**config.mk**
```make
export PLATFORM = sky130hd
export DESIGN_NAME = rad_datapath
export DESIGN_NICKNAME = d
export VERILOG_FILES = /design/src/rad_pkg.sv /design/src/rad_datapath.sv
export VERILOG_INCLUDE_DIRS = /design/src /design/src/src
export SDC_FILE = /design/constraint.sdc
export NUM_CORES = 1
export LEC_CHECK = 0
export ABC_AREA = 1
export BUFFER_PORTS_ARGS = -buffer_cell sky130_fd_sc_hd__buf_2
export CAP_MARGIN = 20
export CORE_MARGIN = 2
export CORE_UTILIZATION = 47
export DETAILED_ROUTE_END_ITERATION = 7
export PLACE_DENSITY_LB_ADDON = 0.3
export RECOVER_POWER = 100
export SYNTH_ARGS = -nofsm -noshare
export SYNTH_HDL_FRONTEND = slang
export SYNTH_SLANG_ARGS = --single-unit
```
**constraint.sdc**
```tcl
create_clock -name clk -period 53.9 [get_ports clk]
set_input_delay 10.78 -clock clk [delete_from_list [all_inputs] [get_ports clk]]
set_output_delay 10.78 -clock clk [all_outputs]
set_load 0.05 [all_outputs]
```
**src/rad_defines.svh**
```systemverilog
/*
  constants for the register adder datapath: widths, clear values, order
  register field positions.
  assumes it is included by bare name from the package and the design.
*/
`ifndef RAD_DEFINES_SVH
`define RAD_DEFINES_SVH

`define RAD_WORD_W 40
`define RAD_ALL_ONES 40'hff_ffff_ffff
`define RAD_ALL_ZEROS 40'h00_0000_0000
`define RAD_HALF_W 20
`define RAD_ADDR_W 10
`define RAD_EVEN_ADDR_LSB 20
`define RAD_ODD_ADDR_LSB 0
`define RAD_EVEN_ORDER_LSB 20
`define RAD_ODD_ORDER_LSB 0

`endif

```
**src/rad_pkg.sv**
```systemverilog
/*
  types for the register adder datapath.
  assumes rad_defines.svh is on the include path.
*/
`include "rad_defines.svh"

package rad_pkg;

  typedef enum logic [3:0] {
    RAD_SHIFT_NONE = 4'h0,
    RAD_CLEAR_TEMP = 4'h1,
    RAD_COPY_UP = 4'h2,
    RAD_CLEAR_LOWER = 4'h4,
    RAD_COPY_DOWN = 4'h8
  } rad_shift_step_t;

  // one control step from the sequencer; a strobe per clear or gate, with the subtract select alongside
  typedef struct packed {
    logic operand_clear_ones;
    logic operand_clear_zeros;
    logic memory_to_operand_gate;
    logic multiplier_to_operand_gate;
    logic instruction_clear_ones;
    logic memory_to_instruction_gate;
    logic odd_address_gate;
    logic mq_clear;
    logic memory_to_multiplier_gate;
    logic temp_clear;
    logic copy_up_to_temp;
    logic mq_clear_for_shift;
    logic copy_down_left;
    logic copy_down_right;
    logic subtract;
  } rad_ctrl_t;

endpackage

```
**src/rad_datapath.sv**
```systemverilog
/*
  register adder datapath: multiplier/quotient pair slaved to the
  accumulator pair, operand register, instruction pair register and a
  forty-column ripple adder.
  assumes the sequencer issues every clear and gate as its own step,
  and that the accumulator pair lives outside and shifts in the same step.
*/
`timescale 1ns/1ns
`include "rad_defines.svh"

module rad_datapath
  import rad_pkg::*;
#(
  parameter int WORD_W = `RAD_WORD_W
) (
  input wire logic clk,
  input wire logic rst_n,
  input wire rad_ctrl_t ctrl,
  input wire logic [WORD_W-1:0] memory_word,
  input wire logic [WORD_W-1:0] accumulator_reg,
  input wire logic quotient_digit,
  input wire logic [WORD_W-1:0] diag_fill,
  output logic [WORD_W-1:0] multiplier_quotient_reg,
  output logic [WORD_W-1:0] temp_reg,
  output logic [WORD_W-1:0] operand_reg,
  output logic [WORD_W-1:0] instruction_pair_reg,
  output logic [WORD_W-1:0] sum_word,
  output logic [`RAD_HALF_W-1:0] even_order,
  output logic [`RAD_HALF_W-1:0] odd_order,
  output logic [`RAD_ADDR_W-1:0] even_address,
  output logic sequence_error
);

  logic [WORD_W-1:0] incident;
  logic [WORD_W:0] carry;
  logic [WORD_W-1:0] next_sum;

  // one-sided gate: after clear to zero it sets ones, after ones clears
  function automatic logic [WORD_W-1:0] gate_ones(
    input logic [WORD_W-1:0] cur, input logic [WORD_W-1:0] src);
    gate_ones = cur | src;
  endfunction

  function automatic logic [WORD_W-1:0] gate_zeros(
    input logic [WORD_W-1:0] cur, input logic [WORD_W-1:0] src);
    gate_zeros = cur & src;
  endfunction

  // complement selector and ripple adder
  always_comb begin
    incident = ctrl.subtract ? ~operand_reg : operand_reg;
    carry = '0;
    carry[0] = ctrl.subtract;
    next_sum = '0;
    for (int i = 0; i < WORD_W; i++) begin
      next_sum[i] = accumulator_reg[i] ^ incident[i] ^ carry[i];
      carry[i+1] = (accumulator_reg[i] & incident[i]) |
                   (accumulator_reg[i] & carry[i]) |
                   (incident[i] & carry[i]);
    end
    // carry[WORD_W] is dropped on purpose: modulo arithmetic
  end

  // sum registered so the accumulator temp gate sees a stable word
  always_ff @(posedge clk) begin
    if (!rst_n) begin
      sum_word <= '0;
    end else begin
      sum_word <= next_sum;
    end
  end

  // multiplier/quotient register; diagonal shifts follow the accumulator
  always_ff @(posedge clk) begin
    if (!rst_n) begin
      multiplier_quotient_reg <= '0;
    end else if (ctrl.mq_clear || ctrl.mq_clear_for_shift) begin
      multiplier_quotient_reg <= `RAD_ALL_ZEROS;
    end else if (ctrl.memory_to_multiplier_gate) begin
      multiplier_quotient_reg <=
        gate_ones(multiplier_quotient_reg, memory_word);
    end else if (ctrl.copy_down_right) begin
      multiplier_quotient_reg <= gate_ones(multiplier_quotient_reg,
        {diag_fill[WORD_W-1], temp_reg[WORD_W-1:1]});
    end else if (ctrl.copy_down_left) begin
      multiplier_quotient_reg <= gate_ones(multiplier_quotient_reg,
        {temp_reg[WORD_W-2:0], quotient_digit});
    end
  end

  // temp register: only the straight-up copy loads it
  always_ff @(posedge clk) begin
    if (!rst_n) begin
      temp_reg <= '0;
    end else if (ctrl.temp_clear) begin
      temp_reg <= `RAD_ALL_ZEROS;
    end else if (ctrl.copy_up_to_temp) begin
      temp_reg <= gate_ones(temp_reg, multiplier_quotient_reg);
    end
  end

  // operand register: no path to the instruction register
  always_ff @(posedge clk) begin
    if (!rst_n) begin
      operand_reg <= '0;
    end else if (ctrl.operand_clear_ones) begin
      operand_reg <= `RAD_ALL_ONES;
    end else if (ctrl.operand_clear_zeros) begin
      operand_reg <= `RAD_ALL_ZEROS;
    end else if (ctrl.memory_to_operand_gate) begin
      operand_reg <= gate_zeros(operand_reg, memory_word);
    end else if (ctrl.multiplier_to_operand_gate) begin
      operand_reg <=
        gate_ones(operand_reg, multiplier_quotient_reg);
    end
  end

  // instruction pair register, part of control
  always_ff @(posedge clk) begin
    if (!rst_n) begin
      instruction_pair_reg <= '0;
    end else if (ctrl.instruction_clear_ones) begin
      instruction_pair_reg <= `RAD_ALL_ONES;
    end else if (ctrl.memory_to_instruction_gate) begin
      instruction_pair_reg <=
        gate_zeros(instruction_pair_reg, memory_word);
    end else if (ctrl.odd_address_gate) begin
      instruction_pair_reg[`RAD_EVEN_ADDR_LSB +: `RAD_ADDR_W] <=
        instruction_pair_reg[`RAD_ODD_ADDR_LSB +: `RAD_ADDR_W];
    end
  end

  // order outputs sampled from the register, one step late
  always_ff @(posedge clk) begin
    if (!rst_n) begin
      even_order <= '0;
      odd_order <= '0;
      even_address <= '0;
    end else begin
      even_order <=
        instruction_pair_reg[`RAD_EVEN_ORDER_LSB +: `RAD_HALF_W];
      odd_order <=
        instruction_pair_reg[`RAD_ODD_ORDER_LSB +: `RAD_HALF_W];
      even_address <=
        instruction_pair_reg[`RAD_EVEN_ADDR_LSB +: `RAD_ADDR_W];
    end
  end

  // flags a clear issued together with a gate of the same register, odd_address_gate excepted
  always_ff @(posedge clk) begin
    if (!rst_n) begin
      sequence_error <= 1'b0;
    end else begin
      sequence_error <=
        ((ctrl.operand_clear_ones || ctrl.operand_clear_zeros) &&
         (ctrl.memory_to_operand_gate || ctrl.multiplier_to_operand_gate)) ||
        (ctrl.instruction_clear_ones && ctrl.memory_to_instruction_gate) ||
        (ctrl.temp_clear && ctrl.copy_up_to_temp) ||
        ((ctrl.mq_clear || ctrl.mq_clear_for_shift) &&
         (ctrl.copy_down_left || ctrl.copy_down_right ||
          ctrl.memory_to_multiplier_gate));
    end
  end
endmodule // rad_datapath

```
# Word-level counts from Yosys, hierarchy flattened
# Cells that the tools add are included.
[op_classes]
add_sub_neg = 0
bitwise_logic = 284
reduce_logical = 18
n_mux = 13
mul = 0
n_shift = 0
n_div = 0
magnitude_cmp = 0
n_eq_ne = 0
[op_table]
columns = ["cell", "count"]
rows = [
  ["two-way mux 40 bit", 9],
  ["bitwise OR 40 bit", 5],
  ["bitwise AND 1 bit", 117],
  ["bitwise AND 40 bit", 2],
  ["XOR 1 bit", 80],
  ["bitwise OR 1 bit", 78],
  ["NOT 40 bit", 1],
  ["two-way mux 10 bit", 3],
  ["two-way mux 20 bit", 1],
  ["logical OR 1 bit", 8],
  ["nonzero test 3 bit", 2],
  ["logical AND 1 bit", 4],
  ["nonzero test 4 bit", 1],
  ["OR reduction 2 bit", 2],
  ["nonzero test 2 bit", 1],
  ["NOT 1 bit", 1],
]
[word_totals]
in_bits = 138
register_bits = 251
ramBits = 0
n_memories = 0
latchBits = 0
mem_bits_ro = 0

# Logic depth before layout (Yosys ltp)
# Gate-level depths: netlist of the first run.
[logic_depth]
depth_word = 120
ltp_mapped = 49
depth_no_buf = 48

# Worst setup path after synthesis of the first run
# OpenSTA, ideal clock, no wires.
[synth_timing]
kind = "input to register"
from = "input port ctrl[0] in the netlist's numbering"
to = "register sum_word[39]"
t_required_ps = 53787
n_path_buf = 3
path_slack_ps = 26613
arrival_ps = 27174
cell_stages = 49
cell_sequence = "buf_2 > buf_4 > buf_4 > o21a_1 > fa_1 > fa_1 > inv_1 > fa_1 > fa_1 > fa_1 > fa_1 > fa_1 > fa_1 > fa_1 > fa_1 > fa_1 > fa_1 > fa_1 > [... 13 more ...] > fa_1 > fa_1 > fa_1 > fa_1 > fa_1 > fa_1 > fa_1 > fa_1 > fa_1 > fa_1 > fa_1 > fa_1 > inv_1 > nand2_1 > nand2_1 > nand2_1 > nand2_1 > nor2_1"
[synth_between]
elab_chain_cells = 119
word_cells_on_any_way = 198
cone_classes = "mux: 1; bitwise: 197"
[synth_lines]
columns = ["element", "line_no", "rtl"]
rows = [
  ["start, declared", "rad_datapath.sv:18", "input wire rad_ctrl_t ctrl,"],
  ["two-way mux 40 bit", "rad_datapath.sv:51", "incident = ctrl.subtract ? ~operand_reg : operand_reg;"],
  ["bitwise AND 1 bit", "rad_datapath.sv:57", "carry[i+1] = (accumulator_reg[i] & incident[i]) |"],
  ["bitwise OR 1 bit", "rad_datapath.sv:57", ""],
  ["bitwise OR 1 bit", "rad_datapath.sv:58", "(accumulator_reg[i] & carry[i]) |"],
  ["bitwise AND 1 bit", "rad_datapath.sv:58", ""],
  ["bitwise OR 1 bit", "rad_datapath.sv:57", ""],
  ["bitwise OR 1 bit", "rad_datapath.sv:58", ""],
  ["bitwise AND 1 bit", "rad_datapath.sv:58", ""],
  ["[... 103 more ...]", "n/a", ""],
  ["bitwise OR 1 bit", "rad_datapath.sv:58", ""],
  ["bitwise AND 1 bit", "rad_datapath.sv:58", ""],
  ["bitwise OR 1 bit", "rad_datapath.sv:57", ""],
  ["bitwise OR 1 bit", "rad_datapath.sv:58", ""],
  ["bitwise AND 1 bit", "rad_datapath.sv:58", ""],
  ["bitwise OR 1 bit", "rad_datapath.sv:57", ""],
  ["bitwise OR 1 bit", "rad_datapath.sv:58", ""],
  ["XOR 1 bit (*)", "rad_datapath.sv:56", "next_sum[i] = accumulator_reg[i] ^ incident[i] ^ carry[i];"],
  ["end signal, assigned", "rad_datapath.sv:69", "sum_word <= next_sum;"],
  ["end, declared", "rad_datapath.sv:27", "output logic [WORD_W-1:0] sum_word,"],
]
# Mark *: on every way between the ends. The rest lies on a longest branch, timed or not.
# A chain may end at the register's enable or synchronous reset.

# Worst setup path after layout of the first run
# Same ends and word-level chain as after synthesis.

==> flow_metrics.tcl, run 1 <==
set metrics [dict create \
    ant_nets 0 \
    start_util_pct 48.18 \
    synthFlopType "dfxtp_1" \
    num-fill-cells 2210 \
    grt_max_degree 82 \
    drt-initial-drc-count 695 \
    routed_wl_um 33980 \
    hold_depth 2 \
    netSwitchingFraction_pct 34.52 \
    synthMuxAreaShare_pct 0 \
    relSlewSlack_pct -110.9 \
    cts_sinks 241 \
    clk_transition_reported_paths_ps 60 \
    worstMarginPinSlew_ps 3163 \
    port_buffers 349 \
    async_flop_share_pct 0 \
    cts_setup_buffers 0 \
    viasPerCell 5.048 \
    failed_checks "capacitance limit, slew limit" \
    p_int_uw 322.4 \
    synth_common_cells "nand2_1, dfxtp_1, inv_1" \
    fmax_mhz 33.84 \
    r2r_start "operand_reg[0]$_SDFFE_PN0P_" \
    synth_compound_area_share_pct 11.53 \
    fin_skew_ps 13.57 \
    ys_seq_elements 241 \
    yosys.area_share.simple_pct 20.67 \
    dr_total_vias 10100 \
    worst-path-buf-inv 3 \
    crit_fanout 41 \
    final_util_pct 58.25 \
    setup_viol 0 \
    yosysMostFrequentCell "nand2_1" \
    grt_overflow 0 \
    vdd_drop_max_uv 25.94 \
    synth_xor_xnor_area_share_pct 3.136 \
    routedWlPerCell_um 16.98 \
    cts_tree "yes" \
    die_w_um 154.3 \
    cts_buffers 26 \
    p_clk_share_pct 36.1 \
    start_kind "input pin" \
    die_y_um 154.3 \
    seq_power_share_pct 40.6 \
    drc 0 \
    rsz0062_at_grt "false" \
    fin_ws_ps 24350 \
    clockRootBuffer "clkbuf_16" \
    areaGrowthSynthToFinish_pct 20.89 \
    synth_top_family_by_area "simple AND/OR/NAND/NOR gates" \
    fin_crit_ps 29550 \
    htreeDepth 1 \
    hold_end "even_order[9]$_SDFF_PN0_" \
    p_sw_uw 170.0 \
    core_um2 22030 \
    ys_types 24 \
    antenna_found_initial 3 \
    post_synth.cell_area_avg_um2 7.564 \
    gp_congestion 0.8784 \
    grt_pass1_wl_um 52100 \
    dpl_worst_slack_ps 25470 \
    powerDensity_nw_per_um2 38.38 \
    cp-end-kind "flip-flop" \
    slowest_stage "clkbuf_1" \
    r2r_slack_ps 36450 \
    yosysTopAreaCell "dfxtp_1" \
    power_uw 492.4 \
    hold_class "reg2reg" \
    holdBufCountCts 0 \
    dp_hpwl_um 23450 \
    cpMostUsedCell "fa_1" \
    yosys-top-cells-area "dfxtp_1, nand2_1, a21oi_1" \
    whs_ps 442.9 \
    row_count 54 \
    setup_tns_ps 0 \
    worst_ep_arrival_time_ps 30000 \
    crit_required_ps 54350 \
    min_from "instruction_pair_reg[29]$_SDFFE_PN0P_" \
    synth_top_area_share_pct 45.46 \
    fin_crit_sh_pct 54.83 \
    p_leak_nw 5.706 \
    yosysSeqAreaShare_pct 45.46 \
    synth_edf_count 0 \
    die-area_um2 23800 \
    hold_viol_final 0 \
    reg2regPathDepth 47 \
    outcome "complete, but fails checks" \
    clkLatencyLatePin_ps 520 \
    cts_resized 0 \
    cap_violations 8 \
    cts_max_path_buffers 3 \
    rr_endpoint "sum_word[39]$_SDFF_PN0_" \
    slowest_delay_ps 2220 \
    drive_gt1_share_pct 9.080 \
    slew_viol_final 323 \
    crit_type "in2reg" \
    yosys_warnings 0 \
    nets 1876 \
    syn_inst 1403 \
    comb_power_share_pct 23.2 \
    grt_use_total_pct 27.50 \
    synthAdderAreaFrac_pct 7.168 \
    io_pins 389 \
    worst_path_dominant_cell_family "adder cells" \
    synthesis.nets 1579 \
    detail_route.first_pass.iterations 5 \
    syn_area_um2 10610 \
    grt_pass1_vias 9548 \
]
[layout by cell type, fill, tap and decap left out, types with 6 or more instances in the layout]
cell type	n
fa_1	38
nor2_1	92
clkbuf_16	27
a21oi_1	164
clkbuf_1	263
dfxtp_1	241
nand2_1	357
xnor2_1	36
o21ai_0	70
inv_1	209
nor2_2	10
clkinv_2	9
a21o_1	6
buf_2	96
nand3_1	81
[area by class of cell]
class                           instances  area, um^2  share of cell area, %
Clock inverter                         11       105.1                 0.8192
Timing Repair Buffer                  357        1491                  11.62
Tap cell                              280       350.3                  2.731
Multi-Input combinational cell        863        4523                  35.25
Antenna cell                            3       7.507                0.05851
Clock buffer                           35       735.7                  5.734
Inverter                              211       792.0                  6.173
Sequential cell                       241        4825                  37.60
[logic make-up after synthesis]
family,Yosys count
simple gates,546
buf+inv,299
compound gates,241
flops,241
xor+xnor,38
fa+ha+maj,38
[worst register-to-register path: cells and delay by family, from the launching register on]
family | cells | cell delay, ps
compound gates | 1 | 140
simple gates | 6 | 550
flops | 1 | 340
fa+ha+maj | 38 | 16170
buf+inv | 2 | 190
[metrics by stage]
stage                     instance area (um^2)  instances
after floorplan                          10610       1403
after global placement                   12300       1950
after detailed placement                 12300       1950
after CTS                                13140       1996
after global routing                     12830       2001
final                                    12830       2001
[routing by layer]
metal | vias to the layer above | GRT usage [%] | share of wire (%)
met5 | - | 0 | 0
met4 | 0 | 10.36 | 3.7
met3 | 81 | 4.791 | 8.3
met2 | 473 | 46.85 | 48
met1 | 4670 | 35.12 | 40
li1 | 4878 | - | -
[how the worst max path moves through the flow]
stage,to,depth (start not counted),from,slack [ps]
after global placement,sum_word[39]$_SDFF_PN0_,48,ctrl[0],25600
after global routing,sum_word[39]$_SDFF_PN0_,47,ctrl[0],23600
after detailed placement,sum_word[39]$_SDFF_PN0_,48,ctrl[0],25470
final,sum_word[39]$_SDFF_PN0_,47,ctrl[0],24350
after floorplan,sum_word[39]$_SDFF_PN0_,49,ctrl[0],26610
after CTS,sum_word[39]$_SDFF_PN0_,48,ctrl[0],25970
[power by group through the flow]
stage / combinational [mW] / sequential, mW / clock, mW
6_report: 0.114 / 0.200 / 0.178
5_1_grt: 0.123 / 0.201 / 0.187
3_3_place_gp: 0.115 / 0.203 / 0
4_1_cts: 0.118 / 0.200 / 0.181
3_5_place_dp: 0.118 / 0.203 / 0
2_1_floorplan: 0.0395 / 0.251 / 0
(Power assumes the default switching activity.)
==> run 2: changes to the inputs <==
Settings changed: ABC_AREA 1 to 0.
Clock period 53.9 ns to 30.1 ns, I/O delays scaled along.
==> run 2 against run 1 <==
  * The flow still finishes with violations (capacitance limit, slew limit)
  * Cell area fell by 4.8%
  * Critical path depth fell by 3
  * Wire length fell by 9.1%
  * First-iteration DRC count fell by 46%
  * Critical endpoint unchanged
  * Synthesized cell count fell by 27%
  * Largest power group unchanged
  * Global-route usage fell by 0.82 points
  * Final cell count fell by 19%
  * Sequential cell count did not move
  * Worst setup slack got worse by 19000 ps
  * Register-to-register slack got worse by 24000 ps
  * Largest cell class unchanged
  * Highest routed layer unchanged
  * Critical path type unchanged
  * Core utilization fell by 0.12 points
  * Clock-buffer cell count did not move
==> flow_metrics.tcl, run 2 <==
set metrics [dict create \
    grt_pass1_vias 8671 \
    synthesis.nets 1204 \
    setup_tns_ps 0 \
    yosys_warnings 0 \
    syn_area_um2 10050 \
    ys_types 29 \
    failed_checks "capacitance limit, slew limit" \
    detail_route.first_pass.iterations 5 \
    final_util_pct 58.13 \
    routedWlPerCell_um 19.10 \
    port_buffers 349 \
    worst_ep_arrival_time_ps 25320 \
    drt-initial-drc-count 377 \
    fin_ws_ps 5007 \
    worst_path_dominant_cell_family "adder cells" \
    rsz0062_at_grt "false" \
    yosysMostFrequentCell "dfxtp_1" \
    cts_max_path_buffers 3 \
    start_util_pct 47.81 \
    synth_xor_xnor_area_share_pct 3.660 \
    hold_class "reg2reg" \
    die-area_um2 22570 \
    ys_seq_elements 241 \
    fin_crit_sh_pct 83.36 \
    dp_hpwl_um 20460 \
    fmax_mhz 39.85 \
    yosys-top-cells-area "dfxtp_1, fa_1, a21oi_1" \
    min_from "instruction_pair_reg[27]$_SDFFE_PN0P_" \
    areaGrowthSynthToFinish_pct 21.57 \
    relSlewSlack_pct -193.5 \
    slew_viol_final 260 \
    fin_crit_ps 25090 \
    viasPerCell 5.283 \
    clockRootBuffer "clkbuf_16" \
    yosys.area_share.simple_pct 14.96 \
    hold_viol_final 0 \
    crit_required_ps 30330 \
    cp-end-kind "flip-flop" \
    diodes 0 \
    cts_tree "yes" \
    post_synth.cell_area_avg_um2 9.777 \
    cts_resized 0 \
    p_clk_share_pct 36.2 \
    worstMarginPinSlew_ps 4403 \
    die_w_um 150.2 \
    yosysTopAreaCell "dfxtp_1" \
    clk_transition_reported_paths_ps 60 \
    grt_use_total_pct 26.68 \
    final_cell_mix "clkbuf_1, dfxtp_1, nor2_1" \
    post_dp_cell_area_um2 11760 \
    clkLatencyLatePin_ps 510 \
    drc 0 \
    gp_congestion 0.7941 \
    io_pins 389 \
    layout_commonest_cell "clkbuf_1" \
    powerDensity_nw_per_um2 68.46 \
    htreeDepth 1 \
    p_leak_nw 4.765 \
    grt_overflow 0 \
    die_y_um 150.2 \
    crit_type "in2reg" \
    netSwitchingFraction_pct 32.64 \
    nets 1500 \
    synthMuxAreaShare_pct 4.594 \
    cpMostUsedCell "fa_1" \
    synth_top_area_share_pct 48.00 \
    drive_gt1_share_pct 16.02 \
    synth_top_family_by_area "compound AO/OA/AOI/OAI gates" \
    holdBufCountCts 0 \
    slowest_stage "clkbuf_1" \
    syn_inst 1028 \
    slowest_delay_ps 1540 \
    core_um2 21020 \
    grt_pass1_wl_um 47360 \
    antenna_found_initial 0 \
    dr_total_vias 8543 \
    p_int_uw 563.5 \
    cts_sinks 241 \
    p_sw_uw 273.0 \
    comb_power_share_pct 21.5 \
    cp-startpoint "ctrl[0]" \
    row_count 53 \
    whs_ps 488.5 \
    synth_edf_count 0 \
    vdd_drop_max_uv 43.33 \
    outcome "complete, but fails checks" \
    cap_violations 6 \
    synthFlopType "dfxtp_1" \
    final_area_um2 12220 \
    synth_common_cells "dfxtp_1, nor2_1, a21oi_1" \
    async_flop_share_pct 0 \
    synthAdderAreaFrac_pct 7.569 \
    synth_compound_area_share_pct 15.26 \
    seq_power_share_pct 42.3 \
    dpl_worst_slack_ps 6118 \
    start_kind "input pin" \
    yosysSeqAreaShare_pct 48.00 \
    ant_nets 0 \
    cts_setup_buffers 0 \
    grt_max_degree 90 \
    worst-path-buf-inv 3 \
    setup_viol 0 \
    fin_skew_ps 10.09 \
    crit_fanout 24 \
    r2r_start "operand_reg[1]$_SDFFE_PN0P_" \
    cts_buffers 25 \
    routed_wl_um 30880 \
]
run 2: final timing paths:
kind,end,slack (ps),depth (start not counted)
worst max register to register,sum_word[39]$_SDFF_PN0_,12580,43
worst min register to register,even_order[7]$_SDFF_PN0_,490,1
worst min-delay path,even_order[7]$_SDFF_PN0_,490,1
worst max-delay path,sum_word[39]$_SDFF_PN0_,5010,44
run 2: metrics by stage:
stage,instances,power [mW]
CTS,1617,0.8467
global route,1617,0.8686
global placement,1572,0.5427
floorplan,1028,0.4983
finish,1617,0.8365
detailed placement,1572,0.5465
run 2: cells by family after synthesis:
| kind of cell | after synthesis |
|---|---|
| compound gates | 225 |
| xor+xnor | 42 |
| fa+ha+maj | 38 |
| buf+inv | 126 |
| flops | 241 |
| mux | 41 |
| simple gates | 315 |
run 2: area by class of cell:
type	count	area [um^2]
clock buffer	35	693.2
clock inverter	10	100.1
fill	1969	8802
inverter	39	147.6
multi-input combinational	661	4634
sequential	241	4825
tap	275	344.1
timing repair buffer	356	1475
run 2: layer usage:
| metal | share of wire, % | wire length (um) | global-route usage, % | vias to the layer above |
|---|---|---|---|---|
| li1 | - | - | - | 4000 |
| met2 | 50 | 15430 | 47.53 | 366 |
| met4 | 2.7 | 842 | 8.443 | 0 |
| met3 | 7.4 | 2286 | 5.303 | 66 |
| met5 | 0 | 0 | 0 | - |
| met1 | 40 | 12320 | 32.36 | 4111 |
run 2: power by group through the flow:
| stage | Combinational, mW | Sequential [mW] | Clock, mW |
|---|---|---|---|
| 3_3_place_gp | 0.183 | 0.360 | 0 |
| 2_1_floorplan | 0.0640 | 0.434 | 0 |
| 6_report | 0.180 | 0.354 | 0.303 |
| 3_5_place_dp | 0.186 | 0.360 | 0 |
| 5_1_grt | 0.194 | 0.356 | 0.318 |
| 4_1_cts | 0.187 | 0.353 | 0.307 |
==> run 3: changes to the inputs <==
Settings changed: CORE_UTILIZATION 47 to 44.
Clock period 30.1 ns to 20.3 ns, I/O delays scaled along.
==> run 3 against run 2 <==
  * The run still ends with capacitance limit, slew limit left
  * Cell area is 0.34% higher
  * Power is 55% higher
  * Wire length is 2.7% higher
  * Worst hold slack worse by 3.3 ps
  * Sequential share of layout area is 0.13 points lower
  * Clock-buffer cell count is 4 higher
  * Critical path type unchanged
  * Largest cell class unchanged
  * Largest power group unchanged
  * Highest routed layer unchanged
==> flow_metrics.tcl, run 3 (synthesized netlist as in run 2, its figures left out) <==
set metrics [dict create \
    outcome "complete, but fails checks" \
    failed_checks "capacitance limit, slew limit" \
    detail_route.first_pass.iterations 4 \
    crit_path_end "sum_word[39]$_SDFF_PN0_" \
    dr_total_vias 8633 \
    areaGrowthSynthToFinish_pct 21.98 \
    start_util_pct 44.67 \
    cts_tree "yes" \
    grt_pass1_wl_um 48370 \
    cts_buffers 26 \
    drt-initial-drc-count 391 \
    rsz0062_at_grt "false" \
    grt_use_total_pct 25.56 \
    powerDensity_nw_per_um2 105.6 \
    routedWlPerCell_um 19.40 \
    viasPerCell 5.280 \
    gp_congestion 0.8110 \
    nets 1506 \
    power_mw 1.295 \
    cts_max_path_buffers 3 \
    cts_setup_buffers 0 \
    drive_gt1_share_pct 15.42 \
    p_leak_nw 4.800 \
    clkLatencyLatePin_ps 530 \
    relSlewSlack_pct -79.68 \
    hold_viol_final 0 \
    worst_ep_arrival_time_ps 20090 \
    die_y_um 155.1 \
    r2r_start "operand_reg[0]$_SDFFE_PN0P_" \
    slowest_delay_ps 450 \
    vdd_drop_max_uv 80.16 \
    cpMostUsedCell "fa_1" \
    hold_class "reg2reg" \
    setup_tns_ps 0 \
    fin_crit_ps 19710 \
    finalNonFillerCells 1635 \
    ant_nets 0 \
    rr_endpoint "sum_word[39]$_SDFF_PN0_" \
    layout_commonest_cell "clkbuf_1" \
    cp-startpoint "ctrl[0]" \
    cp-end-kind "flip-flop" \
    grt_max_degree 78 \
    dp_hpwl_um 21180 \
    grt_pass1_vias 8579 \
    reg2regPathDepth 43 \
    num-fill-cells 2197 \
    routed_wl_um 31710 \
    final_cell_mix "clkbuf_1, dfxtp_1, nor2_1" \
    io_pins 389 \
    placedCellCount 1586 \
    port_buffers 349 \
    setup_viol 0 \
    clk_transition_reported_paths_ps 60 \
    crit_type "in2reg" \
    start_kind "input pin" \
    fin_crit_sh_pct 97.10 \
    htreeDepth 1 \
    slew_viol_final 237 \
    cts_sinks 241 \
    crit_required_ps 20680 \
    r2r_slack_ps 3810 \
    whs_ps 485.2 \
    slowest_stage "fa_1" \
    cap_violations 6 \
    core_um2 22500 \
    antenna_found_initial 1 \
    die_w_um 155.1 \
    final_util_pct 54.48 \
    row_count 55 \
    fin_skew_ps 11.90 \
    clockRootBuffer "clkbuf_16" \
    die-area_um2 24070 \
    drc 0 \
    fmax_mhz 50.73 \
    crit_fanout 4 \
    grt_overflow 0 \
    worstMarginPinSlew_ps 2695 \
]
[run 3: worst max-delay path, delay by kind of cell]
family        cells  cell delay (ps)
simple gates      1               50
fa+ha+maj        38            15300
buf+inv           2              190
xor+xnor          3              480
[run 3: layer usage]
metal  part of all wire [%]  up-vias  routed length [um]  track usage [%]
met4                    2.6        0                 832            7.760
li1                       -     4010                   -                -
met5                      0        -                   0                0
met3                    7.3       53                2327            5.905
met2                     50      361               15700            45.08
met1                     41     4209               12850            31.08
[run 3: per-stage QoR]
stage | setup slack, ps | instance area [um^2]
global placement | -678.8 | 11820
detailed placement | -766.8 | 11820
CTS | 19.16 | 12760
global route | 23.19 | 12260
finish | 588.3 | 12260
floorplan | 8.264 | 10080
[run 3: report_power, final]
group	total (mW)	internal (mW)	switching (mW)
clock network	0.504	0.307	0.196
logic	0.266	0.0663	0.199
registers	0.525	0.506	0.0196
total	1.29	0.879	0.415
[run 3: worst min path at each step]
stage	startpoint	endpoint	slack, ps	cells after the start
global placement	instruction_pair_reg[30]$_SDFFE_PN0P_	even_order[10]$_SDFF_PN0_	470	1
CTS	instruction_pair_reg[22]$_SDFFE_PN0P_	even_order[2]$_SDFF_PN0_	480	1
detailed placement	instruction_pair_reg[21]$_SDFFE_PN0P_	even_order[1]$_SDFF_PN0_	470	1
floorplan	multiplier_quotient_reg[10]$_SDFFE_PP0P_	operand_reg[10]$_SDFFE_PN0P_	690	2
finish	instruction_pair_reg[30]$_SDFFE_PN0P_	even_order[10]$_SDFF_PN0_	490	1
global route	instruction_pair_reg[16]$_SDFFE_PN0P_	odd_order[16]$_SDFF_PN0_	500	1
[run 3: timing repair]
action	in CTS	in global routing
endpoints found under the setup margin	2	2
gates resized for setup	5	8
hold buffers	0	0
[run 3: layout make-up]
class                      instances  area [um^2]  area share [%]
tap                              285        356.6           2.908
inverter                          39        148.9           1.214
clock buffer                      39        830.8           6.776
multi-input combinational        661         4502           36.72
sequential                       241         4825           39.35
antenna                            1        2.502         0.02041
timing repair buffer             361         1498           12.22
clock inverter                     8        97.59          0.7960
